$ cat src/inc/aps_regs.vh
// Register indices, field positions, reset values and timing constants
`ifndef APS_REGS_VH
`define APS_REGS_VH

// ============================================================
// Register indices (word addresses on the register port)
`define APS_IDX_W 11
`define APS_IDX_ANALOG_CFG 11'h523
`define APS_IDX_SYS_CFG 11'h530
`define APS_IDX_LOW_POWER 11'h533
`define APS_IDX_STATUS 11'h538
`define APS_IDX_PART_ID 11'h539
`define APS_IDX_OVERDRIVE 11'h53a

// ============================================================
// Low power configuration fields
`define APS_LP_WAKE_EN 0
`define APS_LP_THR_HI 2
`define APS_LP_THR_LO 1
`define APS_LP_MODE_HI 5
`define APS_LP_MODE_LO 4
`define APS_LP_TMO_HI 11
`define APS_LP_TMO_LO 8
`define APS_LP_ADC_HI 23
`define APS_LP_ADC_LO 12
`define APS_LP_FORCE_LO 24
`define APS_LP_RESET 32'h00000000
`define APS_LP_USED 32'hfffff837

// Low power mode codes
`define APS_MODE_NORMAL 2'h0
`define APS_MODE_ANALOG 2'h1
`define APS_MODE_ADC 2'h2
`define APS_MODE_DIGITAL 2'h3

// ============================================================
// System configuration fields
`define APS_SC_ADDR_HI 6
`define APS_SC_CUSTOM 8
`define APS_SC_PRESET_SRC 9
`define APS_SC_PRESET_HI 11
`define APS_SC_PRESET_LO 10
`define APS_SC_RESET 32'h00000030
`define APS_SC_USED 32'h00000f7f
`define APS_DEFAULT_ADDR 7'h30

// Analog configuration fields
`define APS_AC_GAIN_HI 1
`define APS_AC_GAIN_LO 0
`define APS_AC_PARALLEL 2
`define APS_AC_RESET 32'h00000000
`define APS_AC_USED 32'h00000007

// ============================================================
// Timing: tick period in microseconds and idle timeout table in milliseconds
`define APS_CLK_HZ 10000000
`define APS_TICK_US 1000
`define APS_TMO_W 18
`define APS_TMO_0 18'h0000a
`define APS_TMO_1 18'h00014
`define APS_TMO_2 18'h00032
`define APS_TMO_3 18'h00064
`define APS_TMO_4 18'h000c8
`define APS_TMO_5 18'h001f4
`define APS_TMO_6 18'h003e8
`define APS_TMO_7 18'h007d0
`define APS_TMO_8 18'h01388
`define APS_TMO_9 18'h02710
`define APS_TMO_10 18'h04e20
`define APS_TMO_11 18'h0c350
`define APS_TMO_12 18'h0ea60
`define APS_TMO_13 18'h13880
`define APS_TMO_14 18'h186a0
`define APS_TMO_15 18'h30d40

`endif

$ cat src/design/aps_idle_timer.v
// Idle timeout timer counting millisecond ticks of silence
`timescale 1ns/1ps
`include "aps_regs.vh"
module aps_idle_timer #(
  parameter CYC_PER_TICK = 10000,
  parameter PRE_W = 14
) (
  input wire i_clk,
  input wire i_srst,
  input wire i_run,
  input wire i_restart,
  input wire [3:0] i_sel,
  output wire o_expired
);
  reg [PRE_W-1:0] pre_ff;
  reg [`APS_TMO_W-1:0] cnt_ff;
  reg expired_ff;
  reg [`APS_TMO_W-1:0] limit;
  wire tick;

  // ============================================================
  // Timeout code to length in ticks
  always @*
  begin
    case (i_sel)
      4'h0: limit = `APS_TMO_0;
      4'h1: limit = `APS_TMO_1;
      4'h2: limit = `APS_TMO_2;
      4'h3: limit = `APS_TMO_3;
      4'h4: limit = `APS_TMO_4;
      4'h5: limit = `APS_TMO_5;
      4'h6: limit = `APS_TMO_6;
      4'h7: limit = `APS_TMO_7;
      4'h8: limit = `APS_TMO_8;
      4'h9: limit = `APS_TMO_9;
      4'ha: limit = `APS_TMO_10;
      4'hb: limit = `APS_TMO_11;
      4'hc: limit = `APS_TMO_12;
      4'hd: limit = `APS_TMO_13;
      4'he: limit = `APS_TMO_14;
      default: limit = `APS_TMO_15;
    endcase
  end

  assign tick =
    (pre_ff == CYC_PER_TICK[PRE_W-1:0] - {{(PRE_W-1){1'b0}}, 1'b1});

  // ============================================================
  // Prescaler and silence counter; restart clears both
  always @(posedge i_clk)
  begin
    if (i_srst || i_restart || !i_run)
    begin
      pre_ff <= {PRE_W{1'b0}};
      cnt_ff <= {`APS_TMO_W{1'b0}};
      expired_ff <= 1'b0;
    end
    else if (!expired_ff)
    begin
      if (tick)
      begin
        pre_ff <= {PRE_W{1'b0}};
        if (cnt_ff == limit - {{(`APS_TMO_W-1){1'b0}}, 1'b1})
          expired_ff <= 1'b1;
        else
          cnt_ff <= cnt_ff + {{(`APS_TMO_W-1){1'b0}}, 1'b1};
      end
      else
        pre_ff <= pre_ff + {{(PRE_W-1){1'b0}}, 1'b1};
    end
  end

  assign o_expired = expired_ff;
endmodule

$ cat src/design/aps_power_status_ctrl.v
// Power, wake-on-audio, status and configuration register bank
//
// Summary of operation
// Wake enable bit turns on automatic audio wake
// Threshold field picks 25 to 100 mV
// Mode field: normal, analog, converter, digital detect
// Analog mode compares input against chosen threshold
// Digital mode wakes on word select rising
// Timeout field sets silence delay, 10ms to 200s; only bit 11 of the field is kept on write, so 10ms or 5s
// Field holds converter output detection threshold
// Top eight bits force functions on regardless
// Memory test done and pass bits reported
// Status shows external memory detected
// Status shows bus error during memory read
// Status shows loader busy fetching memory contents
// Read-only fixed 32-bit part identifier
// Read-only integrator value and magnitude top
// Answer default address; alternate address programmable
// Parallel bit drives both outputs from OUT1
// Two-bit register field selects preamp gain
// Gain pins select gain; register overrides
// Preset source bit picks register or pins
// Coefficient source bit: preset or custom
// Preset mode ignores incoming serial audio
// Pin pair codes the four preset modes
// Detected audio restarts the idle timeout
// Writes to read-only registers are ignored
`timescale 1ns/1ps
`include "aps_regs.vh"
module aps_power_status_ctrl #(
  parameter CYC_PER_TICK = (`APS_CLK_HZ / 1000000) * `APS_TICK_US,
  parameter PRE_W = 14,
  parameter [31:0] PART_CODE = 32'h0000a5a5 // Arbitrary value
) (
  input wire i_clk,
  input wire i_srst,
  input wire i_reg_wr,
  input wire i_reg_rd,
  input wire [`APS_IDX_W-1:0] i_reg_idx,
  input wire [31:0] i_reg_wdata,
  output wire [31:0] o_reg_rdata,
  output wire o_reg_rvalid,
  input wire [6:0] i_bus_addr,
  output wire o_bus_addr_hit,
  input wire i_analog_above,
  input wire i_ws,
  input wire [11:0] i_adc_mag,
  input wire i_gain_pin_low,
  input wire i_gain_pin_high,
  input wire i_preset_pin_low,
  input wire i_preset_pin_high,
  input wire [1:0] i_memtest_done,
  input wire [1:0] i_memtest_pass,
  input wire [1:0] i_memtest_readback_enable,
  input wire i_eeprom_present,
  input wire i_eeprom_bus_error,
  input wire i_eeprom_loader_busy,
  input wire [15:0] i_mem_addr,
  input wire [23:0] i_overdrive_integrator,
  input wire [7:0] i_overdrive_integrator_top,
  output wire [1:0] o_wake_threshold_sel,
  output wire o_low_power,
  output wire o_out2_reset,
  output wire o_out1_reset,
  output wire o_out1_on,
  output wire o_out2_on,
  output wire o_reference_on,
  output wire o_synth_on,
  output wire o_right_converter_on,
  output wire o_left_converter_on,
  output wire [1:0] o_preamp_gain_sel,
  output wire o_parallel_mode,
  output wire [1:0] o_preset_mode,
  output wire o_custom_coeff,
  output wire o_i2s_rx_ignore
);
  localparam ST_ACTIVE = 1'b0;
  localparam ST_SLEEP = 1'b1;
  localparam NSYNC = 6;

  // ============================================================
  // Registers
  reg [31:0] low_power_config_ff;
  reg [31:0] system_configuration_ff;
  reg [31:0] analog_config_ff;
  reg gain_from_reg_ff;
  reg state_ff;
  reg nxt_state;
  reg ws_last_ff;
  reg [31:0] rdata_ff;
  reg rvalid_ff;
  reg [31:0] nxt_rdata;
  reg [NSYNC-1:0] sync1_ff;
  reg [NSYNC-1:0] sync2_ff;

  wire [NSYNC-1:0] async_in;
  wire analog_s;
  wire ws_s;
  wire [1:0] gain_pins_s;
  wire [1:0] preset_pins_s;
  wire wake_on_audio_enable;
  wire [1:0] low_power_select;
  wire [3:0] idle_timeout_sel;
  wire [11:0] adc_detect_threshold;
  wire [7:0] force_bits;
  wire auto_wake;
  wire ws_rise;
  reg detect;
  wire expired;
  wire sleeping;
  wire [31:0] status_word;

  // ============================================================
  // Pin synchronisers, two stages per asynchronous input
  // Gain and preset pins are static straps; the extra latency
  // only delays their first use after reset
  assign async_in = {i_preset_pin_high, i_preset_pin_low,
                     i_gain_pin_high, i_gain_pin_low,
                     i_ws, i_analog_above};

  genvar g;
  generate
    for (g = 0; g < NSYNC; g = g + 1)
    begin : g_sync
      always @(posedge i_clk)
      begin
        if (i_srst)
        begin
          sync1_ff[g] <= 1'b0;
          sync2_ff[g] <= 1'b0;
        end
        else
        begin
          sync1_ff[g] <= async_in[g];
          sync2_ff[g] <= sync1_ff[g];
        end
      end
    end
  endgenerate

  assign analog_s = sync2_ff[0];
  assign ws_s = sync2_ff[1];
  assign gain_pins_s = sync2_ff[3:2];
  assign preset_pins_s = sync2_ff[5:4];

  // ============================================================
  // Field extraction from the low power register
  assign wake_on_audio_enable = low_power_config_ff[`APS_LP_WAKE_EN];
  assign low_power_select =
    low_power_config_ff[`APS_LP_MODE_HI:`APS_LP_MODE_LO];
  assign idle_timeout_sel =
    low_power_config_ff[`APS_LP_TMO_HI:`APS_LP_TMO_LO];
  assign adc_detect_threshold =
    low_power_config_ff[`APS_LP_ADC_HI:`APS_LP_ADC_LO];
  assign force_bits = low_power_config_ff[31:`APS_LP_FORCE_LO];

  // Threshold code goes straight to the analog comparator
  assign o_wake_threshold_sel =
    low_power_config_ff[`APS_LP_THR_HI:`APS_LP_THR_LO];

  // Automatic wake only with enable set and a detect mode chosen
  assign auto_wake = wake_on_audio_enable &&
                     (low_power_select != `APS_MODE_NORMAL);

  // ============================================================
  // Word select edge detector on the synchronised level
  always @(posedge i_clk)
  begin
    if (i_srst)
      ws_last_ff <= 1'b0;
    else
      ws_last_ff <= ws_s;
  end

  assign ws_rise = ws_s && !ws_last_ff;

  // ============================================================
  // Audio presence per detect mode
  // Mode 00 reports audio always, so the timer never runs
  always @*
  begin
    case (low_power_select)
      `APS_MODE_ANALOG: detect = analog_s;
      `APS_MODE_ADC: detect = (i_adc_mag >= adc_detect_threshold);
      `APS_MODE_DIGITAL: detect = ws_rise;
      default: detect = 1'b1;
    endcase
  end

  // ============================================================
  // Silence timer, restarted by every detection
  aps_idle_timer #(
    .CYC_PER_TICK(CYC_PER_TICK),
    .PRE_W(PRE_W)
  ) u_timer (
    .i_clk(i_clk),
    .i_srst(i_srst),
    .i_run(auto_wake && (state_ff == ST_ACTIVE)),
    .i_restart(detect),
    .i_sel(idle_timeout_sel),
    .o_expired(expired)
  );

  // ============================================================
  // Wake state machine
  // Wake needs no timer; a single detect cycle is enough
  always @*
  begin
    nxt_state = state_ff;
    case (state_ff)
      ST_ACTIVE:
      begin
        if (auto_wake && !detect && expired)
          nxt_state = ST_SLEEP;
      end
      ST_SLEEP:
      begin
        if (!auto_wake || detect)
          nxt_state = ST_ACTIVE;
      end
      default: nxt_state = ST_ACTIVE;
    endcase
  end

  always @(posedge i_clk)
  begin
    if (i_srst)
      state_ff <= ST_ACTIVE;
    else
      state_ff <= nxt_state;
  end

  assign sleeping = (state_ff == ST_SLEEP);
  assign o_low_power = sleeping;

  // ============================================================
  // Power controls with per-function force overrides
  assign o_out2_reset = sleeping | force_bits[0];
  assign o_out1_reset = sleeping | force_bits[1];
  assign o_out1_on = !sleeping | force_bits[2];
  assign o_out2_on = !sleeping | force_bits[3];
  assign o_reference_on = !sleeping | force_bits[4];
  assign o_synth_on = !sleeping | force_bits[5];
  assign o_right_converter_on = !sleeping | force_bits[6];
  assign o_left_converter_on = !sleeping | force_bits[7];

  // ============================================================
  // Writable registers; read-only indices have no write path
  // Unused bits are masked so reads show zero there
  // First analog write hands gain control to the register
  always @(posedge i_clk)
  begin
    if (i_srst)
    begin
      low_power_config_ff <= `APS_LP_RESET;
      system_configuration_ff <= `APS_SC_RESET;
      analog_config_ff <= `APS_AC_RESET;
      gain_from_reg_ff <= 1'b0;
    end
    else if (i_reg_wr)
    begin
      case (i_reg_idx)
        `APS_IDX_LOW_POWER:
          low_power_config_ff <= i_reg_wdata & `APS_LP_USED;
        `APS_IDX_SYS_CFG:
          system_configuration_ff <= i_reg_wdata & `APS_SC_USED;
        `APS_IDX_ANALOG_CFG:
        begin
          analog_config_ff <= i_reg_wdata & `APS_AC_USED;
          gain_from_reg_ff <= 1'b1;
        end
        default: gain_from_reg_ff <= gain_from_reg_ff;
      endcase
    end
  end

  // ============================================================
  // Bus address match: fixed default or programmed alternate
  assign o_bus_addr_hit = (i_bus_addr == `APS_DEFAULT_ADDR) ||
    (i_bus_addr == system_configuration_ff[`APS_SC_ADDR_HI:0]);

  // ============================================================
  // Analog and preset selection
  assign o_preamp_gain_sel = gain_from_reg_ff ?
    analog_config_ff[`APS_AC_GAIN_HI:`APS_AC_GAIN_LO] :
    gain_pins_s;
  assign o_parallel_mode = analog_config_ff[`APS_AC_PARALLEL];
  assign o_preset_mode = system_configuration_ff[`APS_SC_PRESET_SRC] ?
    system_configuration_ff[`APS_SC_PRESET_HI:`APS_SC_PRESET_LO] :
    preset_pins_s;
  assign o_custom_coeff = system_configuration_ff[`APS_SC_CUSTOM];
  assign o_i2s_rx_ignore = !o_custom_coeff;

  // ============================================================
  // Status word assembly
  assign status_word = {i_mem_addr,
                        4'h0,
                        i_eeprom_loader_busy,
                        i_eeprom_bus_error,
                        i_eeprom_present,
                        3'h0,
                        i_memtest_readback_enable,
                        i_memtest_pass,
                        i_memtest_done};

  // ============================================================
  // Read mux; unmapped indices read zero
  // Status and readback inputs are shown live, not latched
  always @*
  begin
    case (i_reg_idx)
      `APS_IDX_LOW_POWER: nxt_rdata = low_power_config_ff;
      `APS_IDX_SYS_CFG: nxt_rdata = system_configuration_ff;
      `APS_IDX_ANALOG_CFG: nxt_rdata = analog_config_ff;
      `APS_IDX_STATUS: nxt_rdata = status_word;
      `APS_IDX_PART_ID: nxt_rdata = PART_CODE;
      `APS_IDX_OVERDRIVE: nxt_rdata = {i_overdrive_integrator_top,
                                       i_overdrive_integrator};
      default: nxt_rdata = 32'h00000000;
    endcase
  end

  // Read data register, valid one cycle after the strobe
  // Data hold until the next read, so a slow host can fetch late
  always @(posedge i_clk)
  begin
    if (i_srst)
    begin
      rdata_ff <= 32'h00000000;
      rvalid_ff <= 1'b0;
    end
    else
    begin
      rvalid_ff <= i_reg_rd;
      if (i_reg_rd)
        rdata_ff <= nxt_rdata;
    end
  end

  assign o_reg_rdata = rdata_ff;
  assign o_reg_rvalid = rvalid_ff;
endmodule

$ cat config.mk
export PLATFORM = sky130hd
export DESIGN_NAME = aps_power_status_ctrl
export DESIGN_NICKNAME = d
export VERILOG_FILES = /design/src/design/aps_idle_timer.v /design/src/design/aps_power_status_ctrl.v
export VERILOG_INCLUDE_DIRS = /design/src /design/src/inc
export SDC_FILE = /design/constraint.sdc
export NUM_CORES = 1
export LEC_CHECK = 0
export BUFFER_PORTS_ARGS = -buffer_cell sky130_fd_sc_hd__buf_2
export CORE_MARGIN = 5
export CORE_UTILIZATION = 35
export CTS_CLUSTER_SIZE = 40
export DETAILED_ROUTE_END_ITERATION = 10
export HOLD_SLACK_MARGIN = 0.03
export SLEW_MARGIN = 0
export SYNTH_ARGS = -nofsm -noshare
export SYNTH_HDL_FRONTEND = slang
export SYNTH_SLANG_ARGS = --single-unit
$ cat constraint.sdc
create_clock -name i_clk -period 2.7 [get_ports i_clk]
set_input_delay 0.135 -clock i_clk [delete_from_list [all_inputs] [get_ports i_clk]]
set_output_delay 0.135 -clock i_clk [all_outputs]
set_load 0.005 [all_outputs]
==> flow_summary.json, run 1 <==
{
  "min_period_ns": 2.445,
  "die-area_sq_um": 19440,
  "path_class": "primary input to flip-flop",
  "cts_max_level": 4,
  "ys_types": 63,
  "async_reset_ff_share_pct": 0,
  "routedWlPerCell_um": 16.46,
  "clk_latency_ns": 0.42,
  "yosysSeqAreaShare_pct": 41.99,
  "min-delay-start": "i_overdrive_integrator[18]",
  "drt-total-wl_mm": 19.39,
  "setup_viol": 0,
  "cp_cell_sequence": "dlygate4sd3_1 -> buf_2 -> nor2b_1 -> nor4b_2 -> buf_4 -> nand2_1 -> buf_4 -> o221ai_1 -> dlygate4sd3_1",
  "grtUsageTotal_pct": 19.47,
  "syn2layout_area_growth_pct": 42.39,
  "tns_ns": 0,
  "net-switching-power_uw": 961.8,
  "cts_setup_buffers": 0,
  "setup.worst_path.start_class": "primary input",
  "ff2ff_setup_slack_ns": 0.48,
  "maxCapViolCount": 0,
  "switching_share_pct": 21.62,
  "core-area_sq_um": 16520,
  "clk_pin_slew_ns": 0.05,
  "netlist_top_cells_area": "dfxtp_1 42%, nand2_1 7.4%, a21oi_1 4.5%, ha_1 3.0%, a22oi_1 2.8%",
  "final_common_cell": "buf_2",
  "dp_slack_ns": 0.3929,
  "clock_skew_ns": 0.006292,
  "p_total_mw": 4.449,
  "routabilityCongestion": 0.8334,
  "leakage_nw": 3.266,
  "postLayoutCoreUtil_pct": 50.53,
  "dp_hpwl_mm": 13.47,
  "grt_max_degree": 60,
  "worstRegToRegCells": 8,
  "start_util_pct": 35.49,
  "p_int_mw": 3.488,
  "yosysWarnings": 0,
  "layout_common_cells": "179 x buf_2, 123 x dfxtp_1, 115 x nand2_1",
  "root_buffer": "clkbuf_16",
  "pwr_density_cell_nw_per_um2": 532.8,
  "hold_violations": 0,
  "syn_nets": 841,
  "combPwrFrac_pct": 6.8,
  "wl_met1_mm": 7.997,
  "hold-path-cell-count": 3,
  "place_area_sq_um": 7007,
  "critPathMaxFanout": 20,
  "clk_path_buf_depth": 2,
  "power_frac_seq_pct": 41.1,
  "top_layer_used": "met4",
  "antenna_found_initial": 1,
  "r2r-start": "low_power_config_ff[21]$_SDFFE_PP0P_",
  "nets": 1086,
  "ys.flop_type": "dfxtp_1",
  "drt_iter0_markers": 384,
  "worstHoldEndpoint": "o_reg_rdata[18]$_SDFFE_PP0P_",
  "arrival_ns": 2.80,
  "status": "finished clean",
  "synth_edf_count": 0,
  "drc": 0,
  "fmax_mhz": 409.0,
  "syn_area_sq_um": 5864,
  "final_area_sq_um": 8351,
  "r2r-end": "u_timer.pre_ff[3]$_SDFFE_PP0N_",
  "grt_overflow": 0,
  "rows": 47,
  "synth-seq-cells": 123,
  "port_buffers": 179,
  "ioPinCount": 181,
  "synth.top_cell.area_share_pct": 41.99,
  "slew_headroom_pct": 55.08,
  "finalMaxSlewViolations": 0,
  "peakVddDrop_uv": 384.9,
  "avgSynthCellArea_sq_um": 8.402,
  "fp.dieH_um": 139.4,
  "die_w_um": 139.4,
  "cts_tree": "yes",
  "wl_met2_mm": 9.397,
  "critPathRequiredTime_ns": 3.05,
  "num_vias": 6100,
  "final_cells": 1178,
  "hp-class": "primary input to flip-flop",
  "fin_crit_sh_pct": 90.57,
  "end_kind": "flip-flop",
  "critPathMaxStageDelay_ns": 0.58,
  "ant_nets": 0,
  "syn_inst": 698,
  "drive_gt1_share_pct": 26.78,
  "cts.sinks": 123,
  "worst_pin_slew_ns": 0.6739,
  "setup_slack_ns": 0.2547,
  "rsz0062_at_grt": "no",
  "wl_met3_mm": 1.332,
  "drt-pass1-iter-count": 5,
  "yosys.area.top_type": "dfxtp_1",
  "grt_pass1_wl_mm": 30.71,
  "vias_per_cell": 5.178,
  "holdWs_ns": 0.04704,
  "dp.cells": 1071,
  "crit_slowest_cell": "dlygate4sd3_1",
  "grt_pass1_vias": 6008,
  "pwr-share-clk_pct": 52.0,
  "cts_inserted_buffers": 17
}
per-layer routing:
metal | vias to the layer above | track usage (%)
met5 | - | 0
met4 | 0 | 9.114
met3 | 49 | 5.592
met2 | 242 | 31.98
met1 | 2854 | 23.53
li1 | 2955 | -
power groups by stage:
stage,Clock (mW),Sequential (mW),Combinational [mW]
6_report,2.32,1.83,0.304
2_1_floorplan,0,1.87,0.0890
4_1_cts,2.36,1.83,0.302
3_3_place_gp,0,1.87,0.225
5_1_grt,2.43,1.83,0.331
3_5_place_dp,0,1.87,0.226
cell usage after synthesis (all sizes together) (4+ instances only):
library cell / n
o211ai: 5
or2: 4
and3: 5
a22oi: 22
nand3: 29
o21ai: 22
xor2: 11
mux2i: 9
nand3b: 5
dfxtp: 123
nor4: 10
nand4bb: 4
a21oi: 53
clkbuf: 34
nand4: 13
nand2: 115
ha: 14
nor2b: 20
or4: 4
nand2b: 8
o221ai: 13
xnor2: 17
nor2: 42
inv: 34
nor3: 17
buf: 8
or3: 8
mux2: 4
final cells by class:
type / count / area [sq um]
fill: 1579 / 8174
multi-input combinational: 499 / 3118
sequential: 123 / 2462
timing repair buffer: 268 / 1759
clock buffer: 20 / 456.7
tap: 220 / 275.3
clock inverter: 12 / 146.4
inverter: 34 / 127.6
antenna: 2 / 5.005
critical path, delay by kind of cell:
family          cells  cell delay [ns]
compound gates      1             0.18
buf+inv             5             1.79
simple gates        3             0.69
cells by family (layout without fill, tap and decap cells):
logic type | after synthesis | count (layout) | share of synthesized area [%]
xor gates and xnor gates | 28 | 28 | 4.182
AOI/OAI and AO/OA | 144 | 144 | 16.04
buffers and inverters | 76 | 334 | 5.334
muxes | 13 | 13 | 2.304
DFF | 123 | 123 | 41.99
adders and majority gates | 14 | 14 | 2.987
and+or+nand+nor | 300 | 300 | 27.16
other | 0 | 2 | 0
how the worst max path moves through the flow:
stage | start | end | slack (ns)
floorplan | u_timer.pre_ff[7]$_SDFFE_PP0N_ | u_timer.cnt_ff[12]$_SDFFE_PP0P_ | 0.57
global placement | low_power_config_ff[21]$_SDFFE_PP0P_ | u_timer.pre_ff[3]$_SDFFE_PP0N_ | 0.44
detailed placement | low_power_config_ff[21]$_SDFFE_PP0P_ | u_timer.pre_ff[10]$_SDFFE_PP0N_ | 0.39
CTS | i_srst | o_reg_rdata[19]$_SDFFE_PP0P_ | 0.12
global route | i_srst | o_reg_rdata[25]$_SDFFE_PP0P_ | 0.07
finish | i_srst | o_reg_rdata[19]$_SDFFE_PP0P_ | 0.25
flip-flops by register name, indices dropped and copies added, names as in the netlist, 2 cells and up:
name                     flops
low_power_config_ff         26
analog_config_ff             3
o_reg_rdata                 32
sync1_ff                     6
u_timer.cnt_ff              18
gain_pins_s                  2
u_timer.pre_ff              14
u_timer.limit                2
preset_pins_s                2
system_configuration_ff     11
repair_timing:
action | in CTS | in global routing
resized for setup | 0 | 1
hold buffers | 73 | 0
endpoints found under the hold margin | 71 | 0
setup endpoints to repair | 0 | 5
Note: power is estimated with default switching activity, not from simulation.
==> inputs of run 2 (changes only) <==
--- a/config.mk
+++ b/config.mk
@@ -7,11 +7,13 @@
 export NUM_CORES = 1
 export LEC_CHECK = 0
 export BUFFER_PORTS_ARGS = -buffer_cell sky130_fd_sc_hd__buf_2
+export CORE_ASPECT_RATIO = 1.75
 export CORE_MARGIN = 5
 export CORE_UTILIZATION = 35
 export CTS_CLUSTER_SIZE = 40
 export DETAILED_ROUTE_END_ITERATION = 10
 export HOLD_SLACK_MARGIN = 0.03
+export REMOVE_ABC_BUFFERS = 1
 export SLEW_MARGIN = 0
 export SYNTH_ARGS = -nofsm -noshare
 export SYNTH_HDL_FRONTEND = slang
==> run 2 against run 1 <==
Effect of this change:
- first-iteration DRC count decreased by 44%
- setup slack improved by 0.096 ns
- hold slack got worse by 0.018 ns
- non-clock buffer count decreased by 8
- final area decreased by 1.0%
- die area increased by 0.53%
- register-to-register slack improved by 0.03 ns
- highest routed layer is now met5
- maximum frequency increased by 4.1%
- critical path depth decreased by 1
- power increased by 1.0%
- final cell count decreased by 0.51%
==> flow_summary.json, run 2 (synthesized netlist as in run 1, its figures left out) <==
{
  "syn2layout_area_growth_pct": 40.90,
  "routedWlPerCell_um": 16.53,
  "fp.dieH_um": 181.2,
  "worst_pin_slew_ns": 0.6998,
  "critPathRequiredTime_ns": 3.05,
  "drc": 0,
  "min_period_ns": 2.350,
  "grtUsageTotal_pct": 20.04,
  "p_total_mw": 4.495,
  "root_buffer": "clkbuf_16",
  "dp.cells": 1080,
  "grt_max_degree": 34,
  "rows": 62,
  "hold_violations": 0,
  "port_buffers": 179,
  "layout_common_cells": "179 x buf_2, 123 x dfxtp_1, 115 x nand2_1",
  "register_area_sq_um": 2462,
  "cts_tree": "yes",
  "clk_latency_ns": 0.41,
  "die_w_um": 107.9,
  "clk_pin_slew_ns": 0.06,
  "rsz0062_at_grt": "no",
  "pwr_density_cell_nw_per_um2": 544.0,
  "start_util_pct": 35.66,
  "final_cells": 1172,
  "worstRegToRegCells": 5,
  "antenna_found_initial": 3,
  "power_frac_seq_pct": 40.7,
  "cts_inserted_buffers": 17,
  "largest_reg_flops": 32,
  "p_int_mw": 3.461,
  "finalMaxSlewViolations": 0,
  "clk_path_buf_depth": 2,
  "cts_resized": 0,
  "net-switching-power_mw": 1.033,
  "path_class": "primary input to flip-flop",
  "slew_headroom_pct": 53.07,
  "setup_viol": 0,
  "pwr-share-clk_pct": 52.6,
  "min-delay-start": "i_mem_addr[3]",
  "multi_input_area_sq_um": 3113,
  "maxCapViolCount": 0,
  "core-area_sq_um": 16450,
  "cts_max_level": 4,
  "nFillCells": 1663,
  "ioPinCount": 181,
  "critPathMaxFanout": 7,
  "drt_iter0_markers": 216,
  "cts.sinks": 123,
  "hold-path-cell-count": 3,
  "worstHoldEndpoint": "o_reg_rdata[19]$_SDFFE_PP0P_",
  "grt_pass1_wl_mm": 30.81,
  "final_common_cell": "buf_2",
  "fmax_mhz": 425.6,
  "drt-pass1-iter-count": 4,
  "die-area_sq_um": 19550,
  "ant_nets": 0,
  "fin_crit_sh_pct": 87.02,
  "setup.worst_path.start_class": "primary input",
  "nets": 1078,
  "drive_gt1_share_pct": 27.46,
  "peakVddDrop_uv": 431.8,
  "vias_per_cell": 5.071,
  "r2r-end": "u_timer.cnt_ff[1]$_SDFFE_PP0P_",
  "switching_share_pct": 22.99,
  "grt_pass1_vias": 6123,
  "status": "finished clean",
  "end_kind": "flip-flop",
  "leakage_nw": 3.220,
  "holdWs_ns": 0.02867,
  "combPwrFrac_pct": 6.7,
  "ff2ff_setup_slack_ns": 0.51,
  "clock_skew_ns": 0.01135,
  "r2r-start": "u_timer.cnt_ff[7]$_SDFFE_PP0P_",
  "num_vias": 5943,
  "routabilityCongestion": 0.9114,
  "grt_overflow": 0,
  "arrival_ns": 2.70,
  "hp-class": "primary input to flip-flop",
  "dp_hpwl_mm": 14.18,
  "drt-total-wl_mm": 19.38
}
## run 2: cell types whose count changed in the layout (fill, tap and decap cells not counted), sizes merged
cell	change
buf	+5
inv	+5
clkinv	-1
clkinvlp	-2
diode	-1
clkbuf	-3
dlygate4sd3	-13
## run 2: how the worst max path moves through the flow
stage            startpoint                           to  slack [ns]  cells past startpoint
2_1_floorplan  i_reg_idx[9]     u_timer.limit[1]$_DFF_P_       -0.82                      5
5_1_grt        i_reg_idx[9]  o_reg_rdata[2]$_SDFFE_PP0P_        0.21                      8
4_1_cts        i_reg_idx[9]  o_reg_rdata[2]$_SDFFE_PP0P_        0.41                      8
3_3_place_gp   i_reg_idx[6]  o_reg_rdata[2]$_SDFFE_PP0P_        0.55                      7
3_5_place_dp   i_reg_idx[9]     u_timer.limit[1]$_DFF_P_        0.48                      6
6_report       i_reg_idx[9]  o_reg_rdata[2]$_SDFFE_PP0P_        0.35                      8
## run 2: power groups by stage
stage / logic (mW) / clock network [mW] / registers [mW]
3_3_place_gp: 0.232 / 0 / 1.87
5_1_grt: 0.330 / 2.51 / 1.83
3_5_place_dp: 0.232 / 0 / 1.87
2_1_floorplan: 0.0665 / 0 / 1.87
6_report: 0.303 / 2.36 / 1.83
4_1_cts: 0.301 / 2.40 / 1.83
## run 2: final cells by class
cell class                      count  area share [%]
Antenna cell                        1         0.03028
Clock buffer                       17           5.148
Clock inverter                     14           2.241
Inverter                           34           1.545
Multi-Input combinational cell    499           37.67
Sequential cell                   123           29.80
Tap cell                          224           3.392
Timing Repair Buffer              260           20.17
## run 2: metal layers
metal	part of all wire, %	GRT usage (%)	vias to the layer above	routed length [um]
met1	35	20.24	2775	6868
met5	0.098	0	-	19
met4	3.3	8.595	4	635
met3	5.9	5.179	42	1146
li1	-	-	2939	-
met2	55	37.71	183	10710
## run 2: critical path: stages
cell           delay (ns)
buf_2                0.09
nand4bb_1            0.42
or3_1                0.58
nor4_2               0.31
buf_4                0.23
a22oi_1              0.12
a41oi_1              0.24
dlygate4sd3_1        0.58
## run 2: per-stage QoR
step / instance area, sq um / setup TNS (ns) / setup slack, ns / utilization, %
final: 8263 / 0 / 0.3504 / 50.24
after CTS: 8260 / 0 / 0.4097 / 50.23
after detailed placement: 7049 / 0 / 0.4804 / 42.86
after global placement: 7049 / 0 / 0.5460 / 42.86
after global routing: 8263 / 0 / 0.2146 / 50.24
after floorplan: 5679 / -23.84 / -0.8233 / -
## run 2: what timing repair did
action	4_1_cts	5_1_grt
hold endpoints to repair	66	0
buffers inserted	0	0
hold buffers	60	0
